File: src/design/dsc_defines.svh
// constants for the ddr read strobe capture block
// assumes inclusion by bare name from the package and the module
`ifndef DSC_DEFINES_SVH
`define DSC_DEFINES_SVH

// register byte offsets on apb
`define DSC_OFF_CTRL    12'h000
`define DSC_OFF_STATUS  12'h004
`define DSC_OFF_EQ      12'h008
`define DSC_OFF_BURST   12'h00C

// ctrl field positions
`define DSC_CTRL_EN     0
`define DSC_CTRL_DIFF   1
`define DSC_CTRL_POVEN  2
`define DSC_CTRL_POVAL  3
`define DSC_CTRL_LATLO  4
`define DSC_CTRL_LATHI  5
`define DSC_CTRL_GEAR   6

// status field positions
`define DSC_ST_STLO     0
`define DSC_ST_STHI     1
`define DSC_ST_POL      2
`define DSC_ST_OVF      3
`define DSC_ST_CNTLO    8
`define DSC_ST_CNTHI    15

// widths and reset values
`define DSC_GROUP_W     12
`define DSC_DQ_W        10
`define DSC_WORD_W      20
`define DSC_EQ_W        24
`define DSC_BURST_RST   4'h4
`define DSC_EQ_RST      24'h000000
`define DSC_SYNC_N      3

`endif

File: src/design/dsc_pkg.sv
// types shared by the ddr read strobe capture block
// assumes dsc_defines.svh is on the include path
`include "dsc_defines.svh"

package dsc_pkg;

    // read sequencing states
    typedef enum logic [1:0] {
        DSC_IDLE  = 2'b00,
        DSC_ARMED = 2'b01,
        DSC_PRE   = 2'b10,
        DSC_BURST = 2'b11
    } dsc_state_t;

    // software controls
    typedef struct packed {
        logic                   en;
        logic                   diff;
        logic                   pov_en;
        logic                   pov_val;
        logic [1:0]             lat;
        logic                   gear_req;
        logic [3:0]             burst_len;
        logic [`DSC_EQ_W-1:0]   eq;
    } dsc_ctrl_t;

    // whole state of the capture module
    typedef struct packed {
        dsc_state_t                          state;
        dsc_ctrl_t                           ctrl;
        logic [`DSC_SYNC_N-1:0]              s_sync;
        logic [`DSC_SYNC_N-1:0][`DSC_DQ_W-1:0] d_sync;
        logic                                strobe_f;
        logic                                phase;
        logic                                pol;
        logic [`DSC_DQ_W-1:0]                beat0;
        logic [`DSC_WORD_W-1:0]              cap_word;
        logic                                cap_v;
        logic [1:0]                          lat_cnt;
        logic [3:0]                          words;
        logic [1:0][`DSC_WORD_W-1:0]         mem;
        logic                                wp;
        logic                                rp;
        logic [1:0]                          cnt;
        logic                                ovf;
        logic [7:0]                          reads;
        logic [31:0]                         prdata;
    } dsc_st_t;

endpackage

File: src/design/dsc_capture.sv
// read strobe capture for one twelve-cell io_cell_group, apb control
// assumes strobe and data pins arrive asynchronous to pclk and that a
// memory controller pulses read_arm on pclk before each read burst
//
// Decided for this implementation: the register offsets and the APB register port.
`timescale 1ns/1ns
`default_nettype none
`include "dsc_defines.svh"

module dsc_capture
    import dsc_pkg::*;
#(
    parameter int EDGE  = 0,   // 0 left, 1 right, 2 top, 3 bottom
    parameter int DEPTH = 2
) (
    // clock and reset
    input  wire logic                     pclk,
    input  wire logic                     presetn,
    // apb slave
    input  wire logic                     psel,
    input  wire logic                     penable,
    input  wire logic                     pwrite,
    input  wire logic [11:0]              paddr,
    input  wire logic [31:0]              pwdata,
    output logic      [31:0]              prdata,
    output logic                          pready,
    output logic                          pslverr,
    // memory pins, read direction only
    input  wire logic                     strobe_true,
    input  wire logic                     strobe_comp,
    input  wire logic [`DSC_DQ_W-1:0]     dq_in,
    // controller side
    input  wire logic                     read_arm,
    output logic      [`DSC_WORD_W-1:0]   rd_data,
    output logic                          rd_valid,
    input  wire logic                     rd_ready,
    // leveling and buffer settings
    output logic                          capture_clock_polarity,
    output logic      [1:0]               capture_latency_select,
    output logic      [`DSC_GROUP_W*2-1:0] eq_setting,
    output logic                          out_gearing_en
);

    localparam logic [1:0] TOP_E    = 2'h2;
    localparam logic [1:0] BOTTOM_E = 2'h3;
    localparam logic [1:0] EDGE_L   = 2'(EDGE);
    localparam logic [1:0] FULL_N   = 2'(DEPTH);

    // reset image; strobe stages start at the terminated idle level so
    // that leaving reset shows no false strobe edge
    localparam dsc_ctrl_t CTRL_RST = '{
        burst_len: `DSC_BURST_RST,
        eq:        `DSC_EQ_RST,
        default:   '0
    };
    localparam dsc_st_t ST_RST = '{
        state:    DSC_IDLE,
        ctrl:     CTRL_RST,
        s_sync:   '1,
        strobe_f: 1'b1,
        default:  '0
    };

    dsc_st_t r_reg;
    dsc_st_t r_next;

    logic strobe_raw;
    logic apb_wr;
    logic apb_setup;
    logic rise;
    logic fall;
    logic push;
    logic pop;
    logic group_ok;

    // differential strobe uses the pair, single ended the true pin
    assign strobe_raw = r_reg.ctrl.diff ? (strobe_true & ~strobe_comp)
                                        : strobe_true;
    assign apb_wr    = psel & penable & pwrite;
    assign apb_setup = psel & ~penable;
    // bottom edge groups never leave idle
    assign group_ok  = (EDGE_L != BOTTOM_E) & r_reg.ctrl.en;
    // edges of the filtered strobe
    assign rise = (r_reg.s_sync[1] == r_reg.s_sync[2]) &
                  r_reg.s_sync[2] & ~r_reg.strobe_f;
    assign fall = (r_reg.s_sync[1] == r_reg.s_sync[2]) &
                  ~r_reg.s_sync[2] & r_reg.strobe_f;
    // word leaves the latency stage on the chosen phase
    assign push = r_reg.cap_v & (r_reg.lat_cnt == 2'h0) &
                  (r_reg.phase == r_reg.pol);
    assign pop  = rd_valid & rd_ready;

    // handshake and settings outputs
    assign pready                 = 1'b1;
    assign pslverr                = psel & penable &
                                    (paddr != `DSC_OFF_CTRL) &
                                    (paddr != `DSC_OFF_STATUS) &
                                    (paddr != `DSC_OFF_EQ) &
                                    (paddr != `DSC_OFF_BURST);
    assign prdata                 = r_reg.prdata;
    assign rd_valid               = (r_reg.cnt != 2'h0);
    assign rd_data                = r_reg.mem[r_reg.rp];
    assign capture_clock_polarity = r_reg.pol;
    assign capture_latency_select = r_reg.ctrl.lat;
    // top edge lacks output gearing
    assign out_gearing_en = r_reg.ctrl.gear_req & (EDGE_L != TOP_E);

    // per cell equalization, complement cells zero when differential
    genvar gi;
    generate
        for (gi = 0; gi < `DSC_GROUP_W; gi++) begin : g_eq
            if (gi % 2 == 1) begin : g_comp
                assign eq_setting[gi*2 +: 2] = r_reg.ctrl.diff ? 2'h0
                    : r_reg.ctrl.eq[gi*2 +: 2];
            end else begin : g_true
                assign eq_setting[gi*2 +: 2] =
                    r_reg.ctrl.eq[gi*2 +: 2];
            end
        end
    endgenerate

    // next state
    always_comb begin
        r_next = r_reg;
        // three stage pin synchronisers
        r_next.s_sync = {r_reg.s_sync[1:0], strobe_raw};
        r_next.d_sync = {r_reg.d_sync[1:0], dq_in};
        if (r_reg.s_sync[1] == r_reg.s_sync[2]) begin
            r_next.strobe_f = r_reg.s_sync[2];
        end
        r_next.phase = ~r_reg.phase;

        // read sequencing
        unique case (r_reg.state)
            DSC_IDLE: begin
                if (read_arm & group_ok) begin
                    r_next.state = DSC_ARMED;
                end
            end
            DSC_ARMED: begin
                // memory pulls the strobe low for the preamble
                if (~r_reg.strobe_f | fall) begin
                    r_next.state = DSC_PRE;
                end
            end
            DSC_PRE: begin
                if (rise) begin
                    // polarity chosen fresh for this read
                    r_next.pol   = r_reg.ctrl.pov_en ? r_reg.ctrl.pov_val
                                                     : r_reg.phase;
                    r_next.beat0 = r_reg.d_sync[2];
                    r_next.words = 4'h0;
                    r_next.state = DSC_BURST;
                end
            end
            DSC_BURST: begin
                // pol untouched until the next preamble
                if (rise) begin
                    r_next.beat0 = r_reg.d_sync[2];
                end
                if (fall) begin
                    r_next.cap_word = {r_reg.d_sync[2], r_reg.beat0};
                    r_next.cap_v    = 1'b1;
                    r_next.lat_cnt  = r_reg.ctrl.lat;
                    r_next.words    = r_reg.words + 4'h1;
                    if (r_reg.words + 4'h1 >= r_reg.ctrl.burst_len) begin
                        r_next.state = DSC_IDLE;
                        r_next.reads = r_reg.reads + 8'h01;
                    end
                end
            end
        endcase
        if (~group_ok) begin
            r_next.state = DSC_IDLE;
        end

        // latency stage, then sync register into the buffer
        if (r_reg.cap_v & (r_reg.lat_cnt != 2'h0)) begin
            r_next.lat_cnt = r_reg.lat_cnt - 2'h1;
        end
        if (push) begin
            r_next.cap_v = 1'b0;
            if (r_reg.cnt != FULL_N) begin
                r_next.mem[r_reg.wp] = r_reg.cap_word;
                r_next.wp            = ~r_reg.wp;
            end else begin
                // memory cannot be stalled, so a full buffer drops
                r_next.ovf = 1'b1;
            end
        end
        if (pop) begin
            r_next.rp = ~r_reg.rp;
        end
        r_next.cnt = r_reg.cnt + {1'b0, push & (r_reg.cnt != FULL_N)}
                   - {1'b0, pop};

        // apb writes take effect at the access edge
        if (apb_wr) begin
            unique case (paddr)
                `DSC_OFF_CTRL: begin
                    r_next.ctrl.en       = pwdata[`DSC_CTRL_EN];
                    r_next.ctrl.diff     = pwdata[`DSC_CTRL_DIFF];
                    r_next.ctrl.pov_en   = pwdata[`DSC_CTRL_POVEN];
                    r_next.ctrl.pov_val  = pwdata[`DSC_CTRL_POVAL];
                    r_next.ctrl.lat      =
                        pwdata[`DSC_CTRL_LATHI:`DSC_CTRL_LATLO];
                    r_next.ctrl.gear_req = pwdata[`DSC_CTRL_GEAR];
                end
                `DSC_OFF_STATUS: begin
                    // write one clears, a new overflow wins
                    if (pwdata[`DSC_ST_OVF] & ~(push & (r_reg.cnt == FULL_N)))
                    begin
                        r_next.ovf = 1'b0;
                    end
                end
                `DSC_OFF_EQ: begin
                    r_next.ctrl.eq = pwdata[`DSC_EQ_W-1:0];
                end
                `DSC_OFF_BURST: begin
                    r_next.ctrl.burst_len = pwdata[3:0];
                end
                default: begin
                end
            endcase
        end

        // read data latched in the setup cycle
        if (apb_setup & ~pwrite) begin
            unique case (paddr)
                `DSC_OFF_CTRL: begin
                    r_next.prdata = {25'h0000000, r_reg.ctrl.gear_req,
                                     r_reg.ctrl.lat, r_reg.ctrl.pov_val,
                                     r_reg.ctrl.pov_en, r_reg.ctrl.diff,
                                     r_reg.ctrl.en};
                end
                `DSC_OFF_STATUS: begin
                    r_next.prdata = {16'h0000, r_reg.reads, 4'h0,
                                     r_reg.ovf, r_reg.pol, r_reg.state};
                end
                `DSC_OFF_EQ: begin
                    r_next.prdata = {8'h00, r_reg.ctrl.eq};
                end
                `DSC_OFF_BURST: begin
                    r_next.prdata = {28'h0000000, r_reg.ctrl.burst_len};
                end
                default: begin
                    r_next.prdata = 32'h00000000;
                end
            endcase
        end
    end

    // state register, equalization resets to level zero
    always_ff @(posedge pclk or negedge presetn) begin
        if (!presetn) begin
            r_reg <= ST_RST;
        end else begin
            r_reg <= r_next;
        end
    end

    // assertions; the edge checks only bite in top and bottom copies
    a_bottom_idle: assert property (
        @(posedge pclk) disable iff (!presetn)
        (EDGE_L == BOTTOM_E) |-> r_reg.state == DSC_IDLE)
        else $error("bottom edge group left idle");
    a_top_nogear: assert property (
        @(posedge pclk) disable iff (!presetn)
        (EDGE_L == TOP_E) |-> !out_gearing_en)
        else $error("top edge gearing enabled");
    a_pol_hold: assert property (
        @(posedge pclk) disable iff (!presetn)
        (r_reg.state == DSC_BURST && $past(r_reg.state) == DSC_BURST)
        |-> $stable(r_reg.pol))
        else $error("polarity changed inside burst");
    a_pol_stand: assert property (
        @(posedge pclk) disable iff (!presetn)
        !(r_reg.state == DSC_PRE && rise)
        |=> $stable(r_reg.pol))
        else $error("polarity moved outside first rise");
    a_pol_pick: assert property (
        @(posedge pclk) disable iff (!presetn)
        (r_reg.state == DSC_PRE && rise && !r_reg.ctrl.pov_en)
        |=> r_reg.pol == $past(r_reg.phase))
        else $error("polarity not taken from first rise");
    a_pre_entry: assert property (
        @(posedge pclk) disable iff (!presetn)
        (r_reg.state == DSC_ARMED && !r_reg.strobe_f && group_ok)
        |=> r_reg.state == DSC_PRE)
        else $error("preamble not seen after arming");
    a_push_phase: assert property (
        @(posedge pclk) disable iff (!presetn)
        (push && r_reg.cnt == 2'h0) |=> rd_valid
        && rd_data == $past(r_reg.cap_word))
        else $error("captured word not loaded");
    // only the two cycle setting is checked; lower settings push sooner
    a_latency: assert property (
        @(posedge pclk) disable iff (!presetn)
        (fall && r_reg.state == DSC_BURST && r_reg.ctrl.lat == 2'h2)
        |=> !push [*2])
        else $error("word pushed before latency stage");
    a_word_pair: assert property (
        @(posedge pclk) disable iff (!presetn)
        (r_reg.state == DSC_BURST && fall)
        |=> r_reg.cap_word == {$past(r_reg.d_sync[2]), $past(r_reg.beat0)})
        else $error("word not built from both beats");
    a_eq_comp: assert property (
        @(posedge pclk) disable iff (!presetn)
        r_reg.ctrl.diff |-> eq_setting[3:2] == 2'h0
        && eq_setting[1:0] == r_reg.ctrl.eq[1:0])
        else $error("complement equalization active");
    a_eq_true: assert property (
        @(posedge pclk) disable iff (!presetn)
        !r_reg.ctrl.diff |-> eq_setting == r_reg.ctrl.eq)
        else $error("single ended equalization altered");
    a_eq_write: assert property (
        @(posedge pclk) disable iff (!presetn)
        (apb_wr && paddr == `DSC_OFF_EQ) |=>
        r_reg.ctrl.eq == $past(pwdata[`DSC_EQ_W-1:0]))
        else $error("equalization write lost");
    a_beat_take: assert property (
        @(posedge pclk) disable iff (!presetn)
        (r_reg.state == DSC_BURST && rise)
        |=> r_reg.beat0 == $past(r_reg.d_sync[2]))
        else $error("rising beat not captured");
    a_no_overfill: assert property (
        @(posedge pclk) disable iff (!presetn)
        r_reg.cnt <= FULL_N)
        else $error("buffer count beyond depth");

    // covers
    c_lat2: cover property (@(posedge pclk) disable iff (!presetn)
        fall && r_reg.state == DSC_BURST && r_reg.ctrl.lat == 2'h2);
    c_burst: cover property (@(posedge pclk) disable iff (!presetn)
        r_reg.state == DSC_BURST ##1 r_reg.state == DSC_IDLE);
    c_full: cover property (@(posedge pclk) disable iff (!presetn)
        r_reg.cnt == FULL_N);
    c_pol1: cover property (@(posedge pclk) disable iff (!presetn)
        r_reg.state == DSC_BURST && r_reg.pol);
    c_ovf: cover property (@(posedge pclk) disable iff (!presetn)
        $rose(r_reg.ovf));

endmodule

`default_nettype wire

File: config.mk
export PLATFORM = sky130hd
export DESIGN_NAME = dsc_capture
export DESIGN_NICKNAME = d
export VERILOG_FILES = /design/src/design/dsc_pkg.sv /design/src/design/dsc_capture.sv
export VERILOG_INCLUDE_DIRS = /design/src /design/src/design
export SDC_FILE = /design/constraint.sdc
export NUM_CORES = 1
export LEC_CHECK = 0
export BUFFER_PORTS_ARGS = -buffer_cell sky130_fd_sc_hd__buf_4
export CORE_ASPECT_RATIO = 0.8
export CORE_MARGIN = 2
export CORE_UTILIZATION = 56
export DETAILED_ROUTE_END_ITERATION = 16
export PLACE_DENSITY_LB_ADDON = 0.3
export SLEW_MARGIN = 40
export SYNTH_ARGS = -nofsm -noshare
export SYNTH_HDL_FRONTEND = slang
export SYNTH_SLANG_ARGS = --single-unit
File: constraint.sdc
create_clock -name pclk -period 2.6 [get_ports pclk]
set_input_delay 0.78 -clock pclk [delete_from_list [all_inputs] [get_ports pclk]]
set_output_delay 0.78 -clock pclk [all_outputs]
set_load 0.02 [all_outputs]
==> results of run 1 <==
==> cell type report <==
type / count / area [µm²] / area share [%]
clock buffer: 23 / 498.0 / 5.135
clock inverter: 9 / 133.9 / 1.380
inverter: 15 / 56.30 / 0.5806
multi-input combinational: 346 / 2959 / 30.51
sequential: 187 / 4686 / 48.32
tap: 184 / 230.2 / 2.374
timing repair buffer: 144 / 1135 / 11.70
==> power by group <==
part / total (mW) / internal (mW) / switching [mW]
Clock: 2.72 / 1.65 / 1.07
Combinational: 0.421 / 0.184 / 0.236
Sequential: 3.00 / 2.97 / 0.0297
Total: 6.13 / 4.80 / 1.33
==> stage by stage <==
| stage | area [µm²] | utilization [%] |
|---|---|---|
| after floorplan | 8188 | - |
| after global placement | 9066 | 63.63 |
| after detailed placement | 9066 | 63.63 |
| after CTS | 9698 | 68.06 |
| after global routing | 9698 | 68.06 |
| final | 9698 | 68.06 |
==> worst max-delay path, stage by stage <==
cell     delay [ns]
buf_4          0.12
nor4_4         0.31
nand4_2        0.12
and3_1         0.21
buf_4          0.15
==> how the worst min path moves through the flow <==
stage	slack, ns	end	cells past startpoint
2_1_floorplan	0.33	r_next[145]$_DFF_PN0_	0
3_3_place_gp	0.33	r_reg[154]$_DFF_PN0_	0
3_5_place_dp	0.33	r_next[149]$_DFF_PN0_	0
4_1_cts	0.27	r_reg[169]$_DFFE_PN0P_	1
5_1_grt	0.29	r_reg[169]$_DFFE_PN0P_	1
6_report	0.27	r_reg[181]$_DFFE_PN0P_	1
==> cells by family after synthesis <==
| group | after synthesis | share of synthesized area [%] |
|---|---|---|
| AOI/OAI and AO/OA | 53 | 3.894 |
| xor gates and xnor gates | 15 | 1.610 |
| adders and majority gates | 16 | 2.453 |
| buffers and inverters | 84 | 6.653 |
| DFF | 187 | 57.41 |
| muxes | 140 | 20.70 |
| other | 2 | 0.09202 |
| and+or+nand+nor | 113 | 7.190 |
==> cells in the mapped netlist (all sizes together), types with 7 or more instances <==
| cell type | instances | share of area, % |
|---|---|---|
| a22oi | 8 | 0.74 |
| buf | 61 | 5.6 |
| clkbuf | 8 | 0.37 |
| dfrtp | 182 | 56 |
| ha | 16 | 2.5 |
| inv | 15 | 0.69 |
| mux2 | 130 | 19 |
| nand2 | 51 | 2.4 |
| nand2b | 7 | 0.54 |
| nand3 | 9 | 0.61 |
| nor2 | 16 | 0.92 |
| nor2b | 13 | 1.0 |
| o21ai | 28 | 1.7 |
| xnor2 | 8 | 0.86 |
| xor2 | 7 | 0.75 |
==> layer usage <==
layer  track usage, %  routed length (µm)  vias up
met5                0                   0        -
met4            6.397                 254        0
met3            6.882                 931       22
met2            35.57                7936      136
met1            29.38                7372     2549
li1                 -                   -     2237
==> summary.md, run 1 <==
| Metric | Value |
|---|---|
| Area grow syn2layout | `18.83%` |
| CP startpoint kind | `primary input` |
| WS Path Type | `in2out` |
| Die area | `15560 µm²` |
| Crit. End Element | `output port` |
| Largest register FFs | `124` |
| Worst-Skew Late Latency | `0.43 ns` |
| DR iter-0 viols | `roughly 340` |
| ANT cells | `0` |
| Hold Worst Slack | `roughly 0.27 ns` |
| Post-Syn Area | `8162 µm²` |
| Clock transition at path regs | `0.07 ns` |
| R2R setup slack | `0.23 ns` |
| Max-cap violations | `0` |
| First-pass GRT wire length | `27020 µm` |
| Power Density | `about 630 nW/µm²` |
| CTS tree | `built` |
| Critical Path Fanout Max | `2` |
| GRT Util Overall | `22.10%` |
| Clock sinks | `roughly 190` |
| Chip height | `approximately 110 µm` |
| Core Box Area | `around 14000 µm²` |
| Minimum clock period | `2.467 ns` |
| IO buf count | `between 100 and 150` |
| Via count | `4944` |
| Syn. warnings | `0` |
| Num ports | `146` |
| Routability congestion estimate | `0.7794` |
| Post-CTS Setup Bufs | `0` |
| Post-Place Setup Slack | `0.1225 ns` |
| FP Rows | `39` |
| RSZ-0062 raised after global routing | `no` |
| Cts bufs inserted | `17` |
| Critical Path End | `pslverr` |
| Slew @ Worst Pin | `0.6111 ns` |
| Die Wd | `139.0 µm` |
| Starting Density | `57.28%` |
| Via density | `5.445` |
| Lkg Pwr | `4.935 nW` |
| Fin cells | `between 900 and 1000` |
| Placed Cells | `between 800 and 900` |
| Final setup TNS | `0 ns` |
| Worst reg-to-reg path cell count | `8` |
| Worst hold path type | `in2async` |
| Share of cells above drive strength 1 | `44.61%` |
| TritonRoute pass-1 iters | `4` |
| Worst slew margin | `59.26%` |
| Layout fillers | `984` |
| Crit path required time | `1.82 ns` |
| Pin count of the biggest net entering global routing | `50` |
| Commonest non-fill, non-tap cells in the layout | `dfrtp_1 (182), buf_4 (139), mux2_2 (106), nand2_1 (50)` |
| Prevailing post-synth register cell | `dfrtp_1` |
| H-tree depth | `4` |
| Status | `complete, no violations` |
| Sequential area share after synthesis | `57.41%` |
| Setup ws final | `0.1327 ns` |
| Most common cell after layout, fill and taps aside | `dfrtp_1` |
| Net count reported at finish | `790` |
| Avg Cell Area, Syn | `13.38 µm²` |
| Syn Inst Count | `610` |
| Critical Path Start | `paddr[9]` |
| FF-to-FF Start | `r_reg[85]$_DFFE_PN0P_` |
| Number of flops mapped to enable cells by yosys | `0` |
| Endpoints failing setup | `0` |
| Antenna violations before repair | `0` |
| F_max | `between 400 and 500 MHz` |
| PostCTS Resize Cnt | `0` |
| Fin. Hold Viols | `0` |
| Reg2reg end | `r_reg[194]$_DFFE_PN0P_` |
| Dpl hpwl | `11500 µm` |
| Vias in the first global route | `5357` |
| Total Wirelength | `16490 µm` |
| Final Cycle Share | `between 90% and 100%` |
| Peak supply drop | `~0.57 mV` |
| Cell variety after synth | `53` |
| WL per Instance | `between 15 and 20 µm` |
| Root buf cell | `clkbuf_16` |
| Post-route ant nets | `0` |
| Clock Skew | `0.01378 ns` |
| Remaining Overflow, GRT | `0` |
| Total power | `roughly 6.1 mW` |
| CP Data Arrival Time | `1.69 ns` |
| Clock Tree Buf Depth | `2` |
| Synth Register Bits | `about 190` |
| Final Max Tran Viols | `0` |
| Post-synth ARST share | `100.0%` |
| Hold_buf cts | `0` |
| Drt drc | `0` |
(Power assumes the default switching activity.)
==> run 2: changes to the inputs <==
PLACE_DENSITY = 0.8   (was unset)
PLACE_DENSITY_LB_ADDON = unset   (was 0.3)
==> summary.md, run 2 (synthesis results as in run 1) <==
| Metric | Value |
|---|---|
| Chip height | `112.0 µm (unchanged)` |
| GRT Util Overall | `23.14% (was 22.10%)` |
| Max-cap violations | `0 (unchanged)` |
| DR iter-0 viols | `284 (was 341)` |
| Clock Tree Buf Depth | `2 (unchanged)` |
| Antenna violations before repair | `0 (unchanged)` |
| Most common cell after layout, fill and taps aside | `dfrtp_1 (unchanged)` |
| Clock Skew | `0.01043 ns (was 0.01378 ns)` |
| CP max stage cell | `nor4_4 (unchanged)` |
| Clock sinks | `187 (unchanged)` |
| CP cell instances | `buf_4 > nor4_4 > nand4_2 > and3_1 > buf_4 (unchanged)` |
| H-tree depth | `4 (unchanged)` |
| Minimum clock period | `2.507 ns (was 2.467 ns)` |
| Worst-Skew Late Latency | `0.44 ns (was 0.43 ns)` |
| F_max | `398.9 MHz (was 405.3 MHz)` |
| Post-Place Setup Slack | `0.09034 ns (was 0.1225 ns)` |
| Final setup TNS | `0 ns (unchanged)` |
| DP Area | `9069 µm² (was 9066 µm²)` |
| Cts bufs inserted | `17 (unchanged)` |
| Starting Density | `57.28% (unchanged)` |
| Largest stage delay on the critical path | `0.32 ns (was 0.31 ns)` |
| Share of cells above drive strength 1 | `44.90% (was 44.61%)` |
| Commonest non-fill, non-tap cells in the layout | `dfrtp_1 (182), buf_4 (142), mux2_2 (106), nand2_1 (50) (was dfrtp_1 (182), buf_4 (139), mux2_2 (106), nand2_1 (50))` |
| Die Wd | `139.0 µm (unchanged)` |
| Area grow syn2layout | `18.20% (was 18.83%)` |
| Num ports | `146 (unchanged)` |
| Peak supply drop | `0.5944 mV (was 0.5674 mV)` |
| Worst slew margin | `61.06% (was 59.26%)` |
| Hold_buf cts | `0 (unchanged)` |
| IO buf count | `128 (unchanged)` |
| First-pass GRT wire length | `27860 µm (was 27020 µm)` |
| CP Data Arrival Time | `1.73 ns (was 1.69 ns)` |
| Vias in the first global route | `5306 (was 5357)` |
| Crit. End Element | `output port (unchanged)` |
| R2R setup slack | `0.25 ns (was 0.23 ns)` |
| Final Cycle Share | `96.41% (was 94.90%)` |
| WL per Instance | `18.71 µm (was 18.17 µm)` |
| Total Wirelength | `17030 µm (was 16490 µm)` |
| Crit path max-delay family | `simple AND/OR/NAND/NOR gates (unchanged)` |
| Net count reported at finish | `792 (was 790)` |
| CP startpoint kind | `primary input (unchanged)` |
| Power Density | `619.3 nW/µm² (was 632.5 nW/µm²)` |
| RSZ-0062 raised after global routing | `no (unchanged)` |
| Final Cell Area | `9647 µm² (was 9698 µm²)` |
| Crit-path most repeated cell | `buf_4 (unchanged)` |
| Root buf cell | `clkbuf_16 (unchanged)` |
| Via count | `4943 (was 4944)` |
| Total power | `5.974 mW (was 6.134 mW)` |
| Core Box Area | `14250 µm² (unchanged)` |
| WS Path Type | `in2out (unchanged)` |
| Final Max Tran Viols | `0 (unchanged)` |
| Critical Path Fanout Max | `2 (unchanged)` |
| Buf/Inv on CP | `2 (unchanged)` |
| Clock transition at path regs | `0.07 ns (about the same)` |
| Post-route ant nets | `0 (unchanged)` |
| Setup ws final | `0.09334 ns (was 0.1327 ns)` |
| Crit path required time | `1.82 ns (about the same)` |
| PostCTS Resize Cnt | `0 (unchanged)` |
| Endpoints failing setup | `0 (unchanged)` |
| Routability congestion estimate | `0.8772 (was 0.7794)` |
| Worst hold path type | `in2async (unchanged)` |
| Lkg Pwr | `4.900 nW (was 4.935 nW)` |
| Remaining Overflow, GRT | `0 (unchanged)` |
| TritonRoute pass-1 iters | `5 (was 4)` |
| Pin count of the biggest net entering global routing | `49 (was 50)` |
| Fin. Hold Viols | `0 (unchanged)` |
| Slew @ Worst Pin | `0.5829 ns (was 0.6111 ns)` |
| Post-CTS Setup Bufs | `0 (unchanged)` |
| Drt drc | `0 (unchanged)` |
| Status | `complete, no violations (unchanged)` |
| FP Rows | `39 (unchanged)` |
| Die area | `15560 µm² (unchanged)` |
| Largest register FFs | `124 (unchanged)` |
| ANT cells | `0 (unchanged)` |
| Dpl hpwl | `12090 µm (was 11500 µm)` |
| CTS tree | `built (unchanged)` |
| Final core utilization | `67.70% (was 68.06%)` |
| Via density | `5.432 (was 5.445)` |
run 2: cell types whose count changed in the layout (fill, tap and decap cells not counted), moves of 2 or more:
cell and delta:
bufinv_16 -2, buf_4 +3, inv_6 +6, clkinvlp_4 +3, inv_8 +2, clkbuf_8 -5
clkinv_2 -2
run 2: path summary, 6_finish.rpt:
| kind | cells after the start | startpoint | to |
|---|---|---|---|
| worst max register to register | 8 | r_reg[85]$_DFFE_PN0P_ | r_reg[39]$_DFFE_PN0P_ |
| worst min register to register | 0 | r_next[142]$_DFF_PN0_ | r_next[152]$_DFF_PN0_ |
| min in group pclk | 0 | r_next[142]$_DFF_PN0_ | r_next[152]$_DFF_PN0_ |
| max in group asynchronous | 2 | presetn | r_reg[124]$_DFFE_PN1N_ |
| worst max-delay path | 5 | paddr[9] | pslverr |
| worst min-delay path | 1 | presetn | eq_setting[13]$_DFFE_PN0P_ |
run 2: final cells by class:
type / count / area (µm²)
flip-flops and latches: 187 / 4686
clock buffers: 17 / 425.4
well taps: 184 / 230.2
fillers: 996 / 4602
repair buffers: 146 / 1137
inverters: 15 / 56.30
multi-input cells: 346 / 2959
clock inverters: 15 / 152.6
run 2: per-stage QoR:
step,hold WS [ns],cells
2_1_floorplan,0.3312,617
3_3_place_gp,0.3327,878
3_5_place_dp,0.3347,878
4_1_cts,0.2767,910
5_1_grt,0.2911,910
6_report,0.2593,910
run 2: report_power, final:
group          internal, mW  switching, mW
registers              2.97         0.0319
logic                 0.192          0.235
clock network          1.36           1.19
total                  4.51           1.46
run 2: metal layers:
metal	GRT usage (%)	vias to the layer above	routed length (µm)
met1	29.92	2524	7336
met2	38.33	157	8421
met5	0	-	0
met4	6.734	0	221
li1	-	2239	-
met3	6.968	23	1050
